### config.mk
export PLATFORM = sky130hd
export DESIGN_NAME = rdio_top
export DESIGN_NICKNAME = d
export VERILOG_FILES = /design/src/common/rdio_pkg.sv /design/src/common/rdio_in_if.sv /design/src/verilog/rdio_top.sv /design/src/verilog/rdio_sync.sv
export SDC_FILE = /design/constraint.sdc
export NUM_CORES = 1
export LEC_CHECK = 0
export ABC_AREA = 1
export BUFFER_PORTS_ARGS = -buffer_cell sky130_fd_sc_hd__buf_4
export CORE_ASPECT_RATIO = 0.75
export CORE_MARGIN = 5
export CORE_UTILIZATION = 40
export DETAILED_ROUTE_END_ITERATION = 6
export PLACE_DENSITY = 0.75
export SYNTH_ARGS = -nofsm -noshare
export SYNTH_HDL_FRONTEND = slang
export SYNTH_HIERARCHICAL = 1
export SYNTH_SLANG_ARGS = --single-unit
export TNS_END_PERCENT = 30
### constraint.sdc
create_clock -name sys_clk -period 10.5 [get_ports sys_clk]
set_clock_uncertainty 0.1 [all_clocks]
set_input_delay 1.05 -clock sys_clk [delete_from_list [all_inputs] [get_ports sys_clk]]
set_output_delay 1.05 -clock sys_clk [all_outputs]
set_load 0.005 [all_outputs]
### src/common/rdio_pkg.sv
// Purpose: shared constants and types of the dedicated parallel i/o handler
// Assumes: one 50 MHz clock, synchronous active-high reset
// Notes:   bit positions refer to the packed vector of synchronised inputs
package rdio_pkg;

  // ----------------------------------------------------------------
  // widths
  // ----------------------------------------------------------------
  localparam int FIELD_W   = 16;  // numeric value field, bits
  localparam int CFG_W     = 8;   // start/end signal numbers
  localparam int AXES      = 8;   // jog axes
  localparam int MECHS     = 3;   // mechanisms
  localparam int HAND_BITS = 8;   // hand signals per mechanism
  localparam int AREAS     = 8;   // user-designated area outputs
  localparam int MODE_W    = 2;   // jog mode

  // ----------------------------------------------------------------
  // positions in the synchronised input vector
  // ----------------------------------------------------------------
  localparam int POS_OVR     = 0;
  localparam int POS_ERR     = 1;
  localparam int POS_JOGEN   = 2;
  localparam int POS_MODE    = 3;
  localparam int POS_PLUS    = POS_MODE + MODE_W;
  localparam int POS_MINUS   = POS_PLUS + AXES;
  localparam int POS_HANDERR = POS_MINUS + AXES;
  localparam int POS_AIRERR  = POS_HANDERR + MECHS;
  localparam int SYNC_W      = POS_AIRERR + MECHS;

  // ----------------------------------------------------------------
  // reset values and timing
  // ----------------------------------------------------------------
  localparam logic [MODE_W-1:0] RST_MODE   = 2'h0;
  localparam logic              RST_JOGVLD = 1'h0;
  localparam int                SYNC_STAGES = 2;  // input flops before use

  // what the numeric value field is carrying
  typedef enum logic [1:0] {
    RDIO_SEL_NONE,
    RDIO_SEL_OVR,
    RDIO_SEL_ERR
  } rdio_sel_t;

endpackage

### src/common/rdio_in_if.sv
// Purpose: carries raw inputs to the synchroniser and clean samples back
// Assumes: one clock domain
// Notes:   rise is a one-cycle pulse aligned with lvl
`timescale 1ns/10ps
interface rdio_in_if #(parameter int W = rdio_pkg::SYNC_W);
  logic [W-1:0] raw;
  logic [W-1:0] lvl;
  logic [W-1:0] rise;

  // ----------------------------------------------------------------
  // views
  // ----------------------------------------------------------------
  modport sync (input raw, output lvl, output rise);
  modport user (output raw, input lvl, input rise);
endinterface

### src/verilog/rdio_top.sv
// Purpose: dedicated parallel i/o handler of a robot controller
// Assumes: outside controller drives inputs; robot core supplies state values
// Notes:   all outputs registered; request and level pins pass a two-flop synchroniser, numeric_value_in does not
// Function
// RULE1: override request rising edge puts override value on field, raises indicator.
// RULE2: error request rising edge puts error number on field, raises indicator.
// RULE3: jog-enable rising edge validates external jog; jog-valid output shows it.
// RULE4: outside holds 2-bit jog mode; device adopts and reports it.
// RULE5: per-axis plus/minus jog runs while its level input is on.
// RULE6: hand-output status mirrors general outputs 900-907, 910-917, 920-927.
// RULE7: hand-input status mirrors hand inputs in the same three ranges.
// RULE8: hand-error output follows each mechanism's level hand-error input.
// RULE9: pneumatic-error outputs follow the three level pneumatic inputs.
// RULE10: per-mechanism warning once maintenance parts reach replacement time.
// RULE11: up to eight area outputs, set while robot is inside each region.
// RULE12: level inputs keep their function active exactly while on.
// RULE13: edge inputs act on off-to-on only and the state stays afterwards.
// RULE14: field set by input start, input end, output start, output end.
// RULE15: area outputs are a consecutive run of up to eight, start to end.
// RULE16: numeric field is the shared bus for values presented on request.
// RULE17: all outside inputs are synchronised; edges found from successive samples. Here numeric_value_in is only registered once.
`timescale 1ns/10ps
module rdio_top #(
  parameter int FIELD_W = rdio_pkg::FIELD_W,
  parameter int AXES    = rdio_pkg::AXES
) (
  // clock and reset
  input  wire logic                          sys_clk,
  input  wire logic                          sys_rst,
  // requests from the outside controller
  input  wire logic                          override_value_request,
  input  wire logic                          error_number_request,
  input  wire logic                          external_jog_enable,
  input  wire logic [rdio_pkg::MODE_W-1:0]   jog_mode_select,
  input  wire logic [AXES-1:0]               jog_plus_in,
  input  wire logic [AXES-1:0]               jog_minus_in,
  input  wire logic [rdio_pkg::MECHS-1:0]    hand_error_mech,
  input  wire logic [rdio_pkg::MECHS-1:0]    pneumatic_error_mech,
  input  wire logic [FIELD_W-1:0]            numeric_value_in,
  // numeric field and area assignment
  input  wire logic [rdio_pkg::CFG_W-1:0]    field_in_start,
  input  wire logic [rdio_pkg::CFG_W-1:0]    field_in_end,
  input  wire logic [rdio_pkg::CFG_W-1:0]    field_out_start,
  input  wire logic [rdio_pkg::CFG_W-1:0]    field_out_end,
  input  wire logic [rdio_pkg::CFG_W-1:0]    area_start,
  input  wire logic [rdio_pkg::CFG_W-1:0]    area_end,
  // robot core state
  input  wire logic [FIELD_W-1:0]            override_value,
  input  wire logic [FIELD_W-1:0]            error_number,
  input  wire logic [23:0]                   general_output_bits,
  input  wire logic [23:0]                   hand_input_bits,
  input  wire logic [rdio_pkg::MECHS-1:0]    parts_due,
  input  wire logic [rdio_pkg::AREAS-1:0]    in_user_region,
  // outputs to the outside controller
  output logic [FIELD_W-1:0]                 numeric_value_field_ff,
  output logic                               override_shown_ff,
  output logic                               error_shown_ff,
  output logic [FIELD_W-1:0]                 numeric_input_value_ff,
  output logic                               jog_valid_ff,
  output logic [rdio_pkg::MODE_W-1:0]        jog_mode_out_ff,
  output logic [AXES-1:0]                    jog_run_plus_ff,
  output logic [AXES-1:0]                    jog_run_minus_ff,
  output logic [23:0]                        hand_output_status_mech_ff,
  output logic [23:0]                        hand_input_status_mech_ff,
  output logic [rdio_pkg::MECHS-1:0]         hand_error_out_ff,
  output logic [rdio_pkg::MECHS-1:0]         pneumatic_error_out_ff,
  output logic [rdio_pkg::MECHS-1:0]         parts_replacement_warning_ff,
  output logic [rdio_pkg::AREAS-1:0]         user_area_ff
);

  // ----------------------------------------------------------------
  // parameter checks
  // ----------------------------------------------------------------
  if (FIELD_W < 1 || FIELD_W > 32) begin : g_chk_field
    $error("FIELD_W must lie in 1..32");
  end
  if (AXES != rdio_pkg::AXES) begin : g_chk_axes
    $error("AXES must match the packed input layout");
  end

  // mask of n consecutive low bits for a start..end run, capped at max
  function automatic logic [31:0] run_mask(
    input logic [rdio_pkg::CFG_W-1:0] first,
    input logic [rdio_pkg::CFG_W-1:0] last,
    input int                         max
  );
    logic [31:0] n;
    n = 32'(last) - 32'(first) + 32'h1;
    if (last < first)
      run_mask = 32'h0;
    else if (n >= 32'(max))
      run_mask = (max >= 32) ? 32'hFFFFFFFF : ((32'h1 << max) - 32'h1);
    else
      run_mask = (32'h1 << n) - 32'h1;
  endfunction

  // ----------------------------------------------------------------
  // input synchronisation
  // ----------------------------------------------------------------
  rdio_in_if #(.W(rdio_pkg::SYNC_W)) pin_if ();

  // packed in the order fixed by the package positions
  assign pin_if.raw = {pneumatic_error_mech, hand_error_mech, jog_minus_in, jog_plus_in,
                       jog_mode_select, external_jog_enable, error_number_request,
                       override_value_request};  // RULE17

  rdio_sync #(.W(rdio_pkg::SYNC_W)) u_sync (
    .sys_clk (sys_clk),
    .sys_rst (sys_rst),
    .pins    (pin_if)
  );

  logic                         ovr_rise;
  logic                         err_rise;
  logic                         jog_en_rise;
  logic [rdio_pkg::MODE_W-1:0]  mode_lvl;
  logic [AXES-1:0]              plus_lvl;
  logic [AXES-1:0]              minus_lvl;
  logic [rdio_pkg::MECHS-1:0]   hand_err_lvl;
  logic [rdio_pkg::MECHS-1:0]   air_err_lvl;
  logic [FIELD_W-1:0]           out_mask;
  logic [FIELD_W-1:0]           in_mask;
  logic [rdio_pkg::AREAS-1:0]   area_mask;

  // edge-type inputs use the rise view, level-type the level view
  assign ovr_rise     = pin_if.rise[rdio_pkg::POS_OVR];    // RULE13
  assign err_rise     = pin_if.rise[rdio_pkg::POS_ERR];    // RULE13
  assign jog_en_rise  = pin_if.rise[rdio_pkg::POS_JOGEN];  // RULE13
  assign mode_lvl     = pin_if.lvl[rdio_pkg::POS_MODE +: rdio_pkg::MODE_W];
  assign plus_lvl     = pin_if.lvl[rdio_pkg::POS_PLUS +: AXES];
  assign minus_lvl    = pin_if.lvl[rdio_pkg::POS_MINUS +: AXES];
  assign hand_err_lvl = pin_if.lvl[rdio_pkg::POS_HANDERR +: rdio_pkg::MECHS];
  assign air_err_lvl  = pin_if.lvl[rdio_pkg::POS_AIRERR +: rdio_pkg::MECHS];

  // field widths follow the four assignment numbers, in their fixed order
  assign in_mask   = FIELD_W'(run_mask(field_in_start, field_in_end, FIELD_W));    // RULE14
  assign out_mask  = FIELD_W'(run_mask(field_out_start, field_out_end, FIELD_W));  // RULE14
  assign area_mask = rdio_pkg::AREAS'(run_mask(area_start, area_end, rdio_pkg::AREAS));  // RULE15

  // ----------------------------------------------------------------
  // numeric value field
  // ----------------------------------------------------------------
  rdio_pkg::rdio_sel_t sel_ff;

  // a new request wins over the held one; error wins a tie as more urgent
  always_ff @(posedge sys_clk) begin
    if (sys_rst)
      sel_ff <= rdio_pkg::RDIO_SEL_NONE;
    else if (err_rise)
      sel_ff <= rdio_pkg::RDIO_SEL_ERR;  // RULE2
    else if (ovr_rise)
      sel_ff <= rdio_pkg::RDIO_SEL_OVR;  // RULE1
  end

  // field keeps tracking the chosen value so a live override change shows
  always_ff @(posedge sys_clk) begin
    if (sys_rst) begin
      numeric_value_field_ff <= '0;
      override_shown_ff      <= 1'h0;
      error_shown_ff         <= 1'h0;
    end else begin
      unique case (sel_ff)
        rdio_pkg::RDIO_SEL_OVR: begin
          numeric_value_field_ff <= override_value & out_mask;  // RULE16
        end
        rdio_pkg::RDIO_SEL_ERR: begin
          numeric_value_field_ff <= error_number & out_mask;  // RULE16
        end
        rdio_pkg::RDIO_SEL_NONE: begin
          numeric_value_field_ff <= '0;
        end
      endcase
      override_shown_ff <= (sel_ff == rdio_pkg::RDIO_SEL_OVR);  // RULE1
      error_shown_ff    <= (sel_ff == rdio_pkg::RDIO_SEL_ERR);  // RULE2
    end
  end

  // numeric input clipped to its assigned run
  always_ff @(posedge sys_clk) begin
    if (sys_rst)
      numeric_input_value_ff <= '0;
    else
      numeric_input_value_ff <= numeric_value_in & in_mask;  // RULE14
  end

  // ----------------------------------------------------------------
  // external jog
  // ----------------------------------------------------------------
  // validity is held once set; only reset withdraws it
  always_ff @(posedge sys_clk) begin
    if (sys_rst)
      jog_valid_ff <= rdio_pkg::RST_JOGVLD;
    else if (jog_en_rise)
      jog_valid_ff <= 1'h1;  // RULE3
  end

  // mode is a level selection, reported as adopted
  always_ff @(posedge sys_clk) begin
    if (sys_rst)
      jog_mode_out_ff <= rdio_pkg::RST_MODE;
    else
      jog_mode_out_ff <= mode_lvl;  // RULE4
  end

  // opposite directions at once cancel so an axis never gets both
  always_ff @(posedge sys_clk) begin
    if (sys_rst) begin
      jog_run_plus_ff  <= '0;
      jog_run_minus_ff <= '0;
    end else begin
      jog_run_plus_ff  <= {AXES{jog_valid_ff}} & plus_lvl & ~minus_lvl;  // RULE5 RULE12
      jog_run_minus_ff <= {AXES{jog_valid_ff}} & minus_lvl & ~plus_lvl;  // RULE5 RULE12
    end
  end

  // ----------------------------------------------------------------
  // hand status and errors
  // ----------------------------------------------------------------
  // bytes 0,1,2 hold mechanisms 1,2,3 (signals x00..x07 each)
  always_ff @(posedge sys_clk) begin
    if (sys_rst) begin
      hand_output_status_mech_ff <= '0;
      hand_input_status_mech_ff  <= '0;
    end else begin
      hand_output_status_mech_ff <= general_output_bits;  // RULE6
      hand_input_status_mech_ff  <= hand_input_bits;      // RULE7
    end
  end

  // errors follow their inputs and drop with them
  always_ff @(posedge sys_clk) begin
    if (sys_rst) begin
      hand_error_out_ff      <= '0;
      pneumatic_error_out_ff <= '0;
    end else begin
      hand_error_out_ff      <= hand_err_lvl;  // RULE8 RULE12
      pneumatic_error_out_ff <= air_err_lvl;   // RULE9 RULE12
    end
  end

  // ----------------------------------------------------------------
  // warnings and areas
  // ----------------------------------------------------------------
  // areas outside the assigned run stay low
  always_ff @(posedge sys_clk) begin
    if (sys_rst) begin
      parts_replacement_warning_ff <= '0;
      user_area_ff                 <= '0;
    end else begin
      parts_replacement_warning_ff <= parts_due;  // RULE10
      user_area_ff                 <= in_user_region & area_mask;  // RULE11 RULE15
    end
  end
endmodule

### src/verilog/rdio_sync.sv
// Purpose: two-flop synchroniser with OFF-to-ON detection per bit
// Assumes: inputs come from an outside controller
// Notes:   rise compares second stage with a third, never the first stage
`timescale 1ns/10ps
module rdio_sync #(
  parameter int W = rdio_pkg::SYNC_W
) (
  // clock and reset
  input  wire logic sys_clk,
  input  wire logic sys_rst,
  // sample path
  rdio_in_if.sync   pins
);

  // the chain below is written out for exactly two stages
  if (W < 1 || rdio_pkg::SYNC_STAGES != 2) begin : g_chk_w
    $error("W must be positive and the chain has two stages");
  end

  logic [W-1:0] meta_ff;
  logic [W-1:0] sync_ff;
  logic [W-1:0] prev_ff;

  // ----------------------------------------------------------------
  // synchroniser chain
  // ----------------------------------------------------------------
  // first stage only feeds the second, keeping metastability contained
  always_ff @(posedge sys_clk) begin
    if (sys_rst) begin
      meta_ff <= '0;
      sync_ff <= '0;
      prev_ff <= '0;
    end else begin
      meta_ff <= pins.raw;
      sync_ff <= meta_ff;
      prev_ff <= sync_ff;
    end
  end

  // level and edge views of the clean sample
  assign pins.lvl  = sync_ff;
  assign pins.rise = sync_ff & ~prev_ff;  // RULE17

endmodule

Word-level counts from Yosys, hierarchy flattened
Index checks and enable logic that the tools add are counted.
W data, S select, Z words.
Storage, ports and cells
  register bits: 177
  output and inout bits: 118
  logic and storage cells: 63
Cells by class
  add/subtract/negate cells: 9
  $lt $le $gt $ge: 6
  equality and inequality tests: 2
  shifts and indexed selects: 3
  multiplexer cells: 9
  bitwise gates (word level): 12
  reduce and logical (&&, ||, !) cells: 3
Operators by type and width (count)
  $ge A32 B5 Y1 const B: 2
  $mux W16: 4
  $shl A1 B32 Y16 const A: 2
  $and A16 B16 Y16: 3
  $pmux W16 S3: 1
  $and A8 B8 Y8: 5
  $ge A32 B4 Y1 const B: 1
  $shl A1 B32 Y8 const A: 1
  $sub A16 B1 Y16 const B: 2
  $add A9 B2 Y10 const B: 3
  $sub A8 B8 Y9: 3
  $lt A8 B8 Y1: 3
  $mux W8: 2
  $not A8 Y8: 2
  $sub A8 B1 Y8 const B: 1
  $mux W2: 2
  $and A3 B3 Y3: 1
  $not A3 Y3: 1
  $eq A2 B1 Y1 const B: 1
  $eq A2 B2 Y1 const B: 1
  $logic_not A2 Y1: 1
  $reduce_bool A2 Y1: 1
  $reduce_or A2 Y1: 1

Longest topological paths before layout
Gate-level depths: netlist of the first run.
  word-level depth: 8
  depth in mapped cells: 29
  mapped depth without buffers: 29

Modules after synthesis
The synthesis of the first run kept the hierarchy.
By module, submodules not included
  rdio_top: times used 1, cells each 969, area an instance 6729.0 um^2
  rdio_sync: times used 1, cells each 279, area an instance 2432.3 um^2

Worst setup path after synthesis of the first run
Ideal clock, no wire load.
  path kind: in2reg
  start point: input field_in_end[0] (netlist name)
  end point: register numeric_input_value_ff[14]
  arrival time: 3.891 ns
  required time: 10.291 ns
  slack: 6.400 ns
  stages on the path: 27
  path buffers: 0
  cells stage by stage: inv_1 > ha_1 > inv_1 > fa_1 > ha_1 > inv_1 > nor2_4 > nand3_2 > nor2_2 > nand2_1 > nand2_1 > nand2_2 > nor2_4 > nand3_4 > nor2_8 > nand3_1 > nor2_1 > inv_1 > ha_1 > nand2_2 > nor2_4 > nand2_4 > inv_2 > nand3_1 > nand3_1 > nand2_1 > inv_1
On the way
  cells in the longest elaborated chain, start to end: 7
  elaborated cells between the ends (all ways): 9
  classes of those cells: 3 x add/sub; 2 x order compare; 1 x shift; 2 x mux; 1 x bitwise
Ends and longest elaborated chain
  start, declared: line rdio_top.sv:42  | input wire logic [rdio_pkg::CFG_W-1:0] field_in_end,
  $sub A8 B8 Y9: line rdio_top.sv:88  | n = 32'(last) - 32'(first) + 32'h1;
  $add A9 B2 Y10: line rdio_top.sv:88
  $shl A1 B32 Y16: line rdio_top.sv:94  | run_mask = (32'h1 << n) - 32'h1;
  $sub A16 B1 Y16: line rdio_top.sv:94
  $mux W16: line rdio_top.sv:91  | else if (n >= 32'(max))
  $mux W16 (*): line rdio_top.sv:89  | if (last < first)
  $and A16 B16 Y16 (*): line rdio_top.sv:183  | numeric_input_value_ff <= numeric_value_in & in_mask;
  end signal, assigned: line rdio_top.sv:183
  end, declared: line rdio_top.sv:58  | output logic [FIELD_W-1:0] numeric_input_value_ff,
Mark *: on every way between the ends. The rest lies on a longest branch, timed or not.
A chain may end at the register's enable or synchronous reset.

Final worst setup path of the first run
  start point: input field_out_end[0] (netlist name)
  end point: register numeric_value_field_ff[14]
On the way
  cells in the longest elaborated chain, start to end: 8
  elaborated cells between the ends (all ways): 11
  classes of those cells: 3 x add/sub; 2 x order compare; 1 x shift; 3 x mux; 2 x bitwise
Ends and longest elaborated chain
  start, declared: line rdio_top.sv:44  | input wire logic [rdio_pkg::CFG_W-1:0] field_out_end,
  $sub A8 B8 Y9: line rdio_top.sv:88
  $add A9 B2 Y10: line rdio_top.sv:88
  $shl A1 B32 Y16: line rdio_top.sv:94
  $sub A16 B1 Y16: line rdio_top.sv:94
  $mux W16: line rdio_top.sv:91
  $mux W16 (*): line rdio_top.sv:89
  $and A16 B16 Y16, on equally long branches: line rdio_top.sv:167, rdio_top.sv:164
  $pmux W16 S3 (*): line rdio_top.sv:162  | unique case (sel_ff)
  end signal, assigned: line rdio_top.sv:164  | numeric_value_field_ff <= override_value & out_mask;
  end signal, assigned: line rdio_top.sv:167  | numeric_value_field_ff <= error_number & out_mask;
  end, declared: line rdio_top.sv:55  | output logic [FIELD_W-1:0] numeric_value_field_ff,
Marks and branches as above.

==> impl_results.md, run 1 <==
- Syn Nets: 1372
- Slowest CP cell: fa_1
- CP most frequent cell: inv_1
- H-tree levels: 4
- Post-layout util: 56.24%
- CTS Sinks: ~180
- Final Cycle Share: between 30% and 40%
- GR Overflow Total: 0
- Root buffer cell: clkbuf_16
- Placed Instances: around 1700
- Pin count of the biggest net entering global routing: 66
- Clock Latency Late Sink: around 0.44 ns
- Highest Clock Rate: around 240 MHz
- Yosys warns: 6
- Crit Path Max Fanout: 8
- Port buffer count: about 300
- Crit Reg-Reg Startpoint: sel_ff[0]
- Post-layout min period: about 4 ns
- GPL Wtd Cong: roughly 0.89
- Status: finished clean
- Arr. time, crit path: around 4.3 ns
- MaxCap Viol Count: 0
- DR iter-0 viols: ~450
- Area grow syn2layout: 37.02%
- Final HPWL DP: roughly 18000 um
- Layout cells sized above 1: between 20% and 30%
- Total CTS buffers: 17
- Final Hold Vio Count: 0
- Synthesized area: 0.008388 sq mm
- Antenna diodes: 0
- Initial antenna violation count: 0
- Nets: about 1700
- Final instance count without filler cells: roughly 1700
- R2R setup slack: 8.51 ns
- Crit path required time: 10.71 ns
- Setup crit end kind: register
- Buf+Inv Stages, Crit Path: 8
- # resized after CTS: 0
- Drt drc: 0
- Worst min path class: reg -> reg
- CTS tree: built
- Worst vdd ir: around 0.092 mV
- Core Area: slightly above 0.02 sq mm
- Vias in the first global route: 7357
- Cells after Synth: between 1000 and 1500
- Pwr Density: around 150 mW/mm^2
- Die width: ~180 um
- Final number of setup-violating endpoints: 0
- Crit path launch type: input pin
- Via count: 7844
- Initial Util: about two fifths
- Final Routed Wirelength: between 20000 and 25000 um
- Drt via density: 4.493
- Largest delay share family, worst path: simple AND/OR/NAND/NOR gates
- Reg2reg end: numeric_value_field_ff[12]
- Register-to-Register Path Depth: 7
- Iteration count of the initial detailed-routing pass: 5
- Number of setup buffers added after CTS: 0
- Tot GR Track Use: 18.18%
- CP Class: in -> reg
- Least-Margin Pin Slew: 0.6648 ns
- Final max-slew violation count: 0
- CTS Buffer Depth: 2
- Crit. Startpoint: field_out_end[0]
- Post-route ant nets: 0
- Setup TNS Final: 0 ns
- First-pass GRT wire length: around 35000 um
- Cts hold-fix bufs: 0
- Syn_area_per_cell: about 7.3 sq um
- Max-slew headroom: 55.68%
- Rows: 45
- WL per Instance: ~13 um
- Die ar.: between 0.02 and 0.025 sq mm
- Die Ht: ~140 um
- Worst setup endpoint: numeric_value_field_ff[14]
- IO Pins: 302
- Clock slew at reported path FFs: 0.08 ns
- Static Leak: 6.445 nW
- RSZ-0062 raised after global routing: false
- Worst path max stage delay: roughly 0.54 ns
- CP Depth: 28
## worst min-delay path by stage
stage,start,to,slack [ns],cells after the start
after global placement,u_sync/meta_ff[24],u_sync/pins.lvl[24],0.29,2
final,u_sync/meta_ff[21],u_sync/pins.lvl[21],0.29,2
after detailed placement,u_sync/meta_ff[5],u_sync/pins.lvl[5],0.29,2
after floorplan,u_sync/pins.lvl[21],hand_error_out_ff[0],0.29,2
after CTS,u_sync/meta_ff[24],u_sync/pins.lvl[24],0.29,2
after global routing,u_sync/meta_ff[3],u_sync/pins.lvl[3],0.31,2
## cell type report
cell class,count,area (sq um)
clock buffer,17,425.4
timing repair buffer,303,2275
tap,282,352.8
sequential,177,3543
fill,1939,8945
inverter,275,1032
multi-input combinational,677,3681
clock inverter,15,183.9
## per-stage QoR
stage                     setup WS [ns]  hold slack, ns  power [mW]  cell area (sq um)
after global routing              6.109          0.3114       1.757              11490
after CTS                         6.446          0.2931       1.689              11490
after global placement            6.099          0.2886       1.035              10880
after floorplan                   6.400          0.2883      0.9191               8388
after detailed placement          5.985          0.2916       1.042              10880
final                             6.399          0.2920       1.667              11490
## cell usage in the layout, fill, tap and decap left out, types with 5 or more instances in the layout
| master | n |
|---|---|
| buf_4 | 303 |
| inv_1 | 266 |
| nor2_1 | 202 |
| nand2_1 | 181 |
| dfxtp_1 | 177 |
| nand3_1 | 69 |
| ha_1 | 35 |
| nand4_1 | 30 |
| a21oi_1 | 21 |
| nor3_1 | 17 |
| clkbuf_16 | 17 |
| nand2_2 | 12 |
| nor2_2 | 12 |
| inv_2 | 9 |
| o21ai_0 | 8 |
| nand4_2 | 8 |
| xor2_1 | 7 |
| nor2_4 | 6 |
| nand3b_1 | 5 |
| or2_2 | 5 |
| clkinv_8 | 5 |
## tightest hold or removal path: cells and delay by family, from the launching register on
family	cells	cell delay, ns
buffers and inverters	1	0.04
flip-flops	1	0.30
AND/OR/NAND/NOR	1	0.03
## sequential cells by signal, indices dropped and copies added (netlist names), 8 cells and up
register,cells
hand_output_status_mech_ff,24
numeric_input_value_ff,16
u_sync/pins.lvl,27
u_sync/meta_ff,27
numeric_value_field_ff,16
jog_run_minus_ff,8
jog_run_plus_ff,8
hand_input_status_mech_ff,24
user_area_ff,8
## power breakdown
part	internal, mW	switching [mW]
Clock	0.324	0.315
Combinational	0.135	0.185
Sequential	0.700	0.00809
Total	1.16	0.509
## layer usage
| metal | vias to the layer above | global-route usage, % | share of wire (%) |
|---|---|---|---|
| li1 | 4083 | - | - |
| met1 | 3477 | 22.74 | 43 |
| met2 | 264 | 31.08 | 47 |
| met3 | 20 | 4.967 | 8.4 |
| met4 | 0 | 4.854 | 1.1 |
| met5 | - | 0 | 0 |
(Power assumes the default switching activity.)
==> run 2, diff against run 1 <==
==> constraint.sdc (replaced) <==
create_clock -name sys_clk -period 4.13 [get_ports sys_clk]
set_clock_uncertainty 0.1 [all_clocks]
set_input_delay 0.413 -clock sys_clk [delete_from_list [all_inputs] [get_ports sys_clk]]
set_output_delay 0.413 -clock sys_clk [all_outputs]
set_load 0.005 [all_outputs]
==> impl_results.md, run 2 (synthesis results as in run 1) <==
- Status: finished clean
- Antenna diodes: 0 (unchanged)
- MaxCap Viol Count: 0 (unchanged)
- CTS tree: built
- Pwr Density: 369.2 mW/mm^2 (+150%)
- Setup crit end kind: register
- Root buffer cell: clkbuf_16
- Clock Latency Late Sink: 0.42 ns (-0.02 ns)
- Post-layout min period: 3.393 ns
- Highest Clock Rate: ~290 MHz
- Max-slew headroom: 56.10% (+0.42 points)
- CTS Buffer Depth: 2 (unchanged)
- Initial antenna violation count: 0 (unchanged)
- IO Pins: 302 (unchanged)
- Crit path required time: 4.35 ns (-6.36 ns)
- Nets: 1675 (+0.12%)
- H-tree levels: 4 (unchanged)
- Register-to-Register Path Depth: 7 (unchanged)
- Final number of setup-violating endpoints: 0 (unchanged)
- Total CTS buffers: 17 (unchanged)
- Pin count of the biggest net entering global routing: 66 (unchanged)
- Iteration count of the initial detailed-routing pass: 5 (unchanged)
- Die width: 177.2 um (unchanged)
- Final Cycle Share: ~82%
- Die ar.: 0.02400 sq mm (unchanged)
- Number of setup buffers added after CTS: 0 (unchanged)
- Cts hold-fix bufs: 0 (unchanged)
- DR iter-0 viols: 531 (+19%)
- R2R setup slack: 2.19 ns (-6.32 ns)
- Least-Margin Pin Slew: 0.6585 ns (-0.006237 ns)
- Area of the multi-input gates: 0.003681 sq mm (unchanged)
- Final max-slew violation count: 0 (unchanged)
- Layout cells sized above 1: 27.97% (+0.098 points)
- Drt via density: 4.509 (+0.36%)
- Setup WS post-layout: 0.7370 ns (-5.662 ns)
- Reg2reg end: numeric_value_field_ff[12]
- Most frequent cells in the layout: buf_4, inv_1, nor2_1
- Hold slack: 0.08622 ns (-0.2058 ns)
- Final Routed Wirelength: 22880 um (+1.8%)
- Worst vdd ir: 0.2654 mV (+190%)
- Worst min path class: in -> reg
- Area grow syn2layout: 37.17%
- Setup TNS Final: 0 ns (unchanged)
- Initial Util: 41.04% (unchanged)
- Static Leak: 6.456 nW (+0.18%)
- Post-Place Setup Slack: 0.3114 ns (-5.674 ns)
- Crit. Startpoint: field_out_end[0]
- Port buffer count: 301 (unchanged)
- Post-layout util: 56.30% (+0.061 points)
- Crit Path Max Fanout: 8 (unchanged)
- Die Ht: 135.4 um (unchanged)
- Final Hold Vio Count: 0 (unchanged)
- Crit Reg-Reg Startpoint: sel_ff[0]
- CTS Sinks: 177 (unchanged)
- GR Overflow Total: 0 (unchanged)
- First-pass GRT wire length: 35870 um (+1.5%)
- Register area: 0.003543 sq mm (unchanged)
- Vias in the first global route: 7519 (+2.2%)
- Drt drc: 0 (unchanged)
- Final HPWL DP: 18380 um (+2.4%)
- Core Area: 0.02044 sq mm (unchanged)
- Via count: 7881 (+0.47%)
- CP Class: in -> reg
- Most common cell after layout, fill and taps aside: buf_4
- Post-route ant nets: 0 (unchanged)
- WL per Instance: 13.09 um (+1.7%)
- Crit path launch type: input pin
- Arr. time, crit path: 3.61 ns (-0.71 ns)
- RSZ-0062 raised after global routing: false
- GPL Wtd Cong: 0.8833 (-0.48%)
- Pwr Total: 4.248 mW (+150%)
- FILL cells: 1954 (+0.77%)
- Worst setup endpoint: numeric_value_field_ff[12]
- Clock slew at reported path FFs: 0.08 ns (about the same)
- Rows: 45 (unchanged)
- # resized after CTS: 0 (unchanged)
- Tot GR Track Use: 18.39% (+0.21 points)
## run 2: changes by cell type in the layout (fill, tap and decap cells not counted)
cell      change
inv_6         -1
clkinv_8      -1
buf_4         +2
inv_8         +2
## run 2: worst min-delay path by stage
stage,start,end,slack [ns],cells after the start
2_1_floorplan,u_sync/pins.lvl[21],hand_error_out_ff[0],0.29,2
3_3_place_gp,u_sync/meta_ff[24],u_sync/pins.lvl[24],0.29,2
3_5_place_dp,u_sync/meta_ff[5],u_sync/pins.lvl[5],0.29,2
4_1_cts,hand_input_bits[20],hand_input_status_mech_ff[20],0.07,3
5_1_grt,general_output_bits[10],hand_output_status_mech_ff[10],0.06,3
6_report,general_output_bits[11],hand_output_status_mech_ff[11],0.09,3
## run 2: power breakdown
| group | total, mW | switching, mW | leakage [nW] | internal [mW] |
|---|---|---|---|---|
| clock | 1.63 | 0.806 | 0.296 | 0.826 |
| combinational | 0.817 | 0.473 | 4.70 | 0.344 |
| sequential | 1.80 | 0.0211 | 1.46 | 1.78 |
| total | 4.25 | 1.30 | 6.46 | 2.95 |
## run 2: through the flow
stage,instance area [sq um],cells
detailed placement,10900,1716
CTS,11510,1748
finish,11510,1748
floorplan,8388,1150
global route,11510,1748
global placement,10900,1716
## run 2: final cells by class
class,instances,share of cell area [%]
inverter,275,8.971
timing repair buffer,305,19.90
multi-input combinational,677,31.99
clock buffer,17,3.697
sequential,177,30.80
tap,282,3.067
clock inverter,15,1.577
## run 2: critical path, stage by stage
cell and delay (ns):
buf_4 0.11, inv_1 0.07, ha_1 0.13, inv_1 0.05
fa_1 0.52, ha_1 0.22, inv_1 0.05, nor2_1 0.16
nand3_2 0.13, nor2_4 0.10, nand2_1 0.06, nand2_1 0.06
nand2_1 0.06, nor2_2 0.12, nand3_4 0.11, nor2_4 0.20
nand3_1 0.10, nor2_1 0.13, inv_1 0.08, ha_1 0.21
inv_1 0.11, nor2_2 0.07, nand3_1 0.10, nor2_1 0.05
o21bai_1 0.14, inv_1 0.05
## run 2: routing by layer
layer  wire [um]  part of all wire (%)  vias up  global-route usage (%)
li1            -                     -     4089                       -
met1       10060                    44     3529                   23.49
met2       10810                    47      244                   31.14
met3        1746                   7.6       19                   4.715
met4         258                   1.1        0                   4.725
met5           0                     0        -                       0
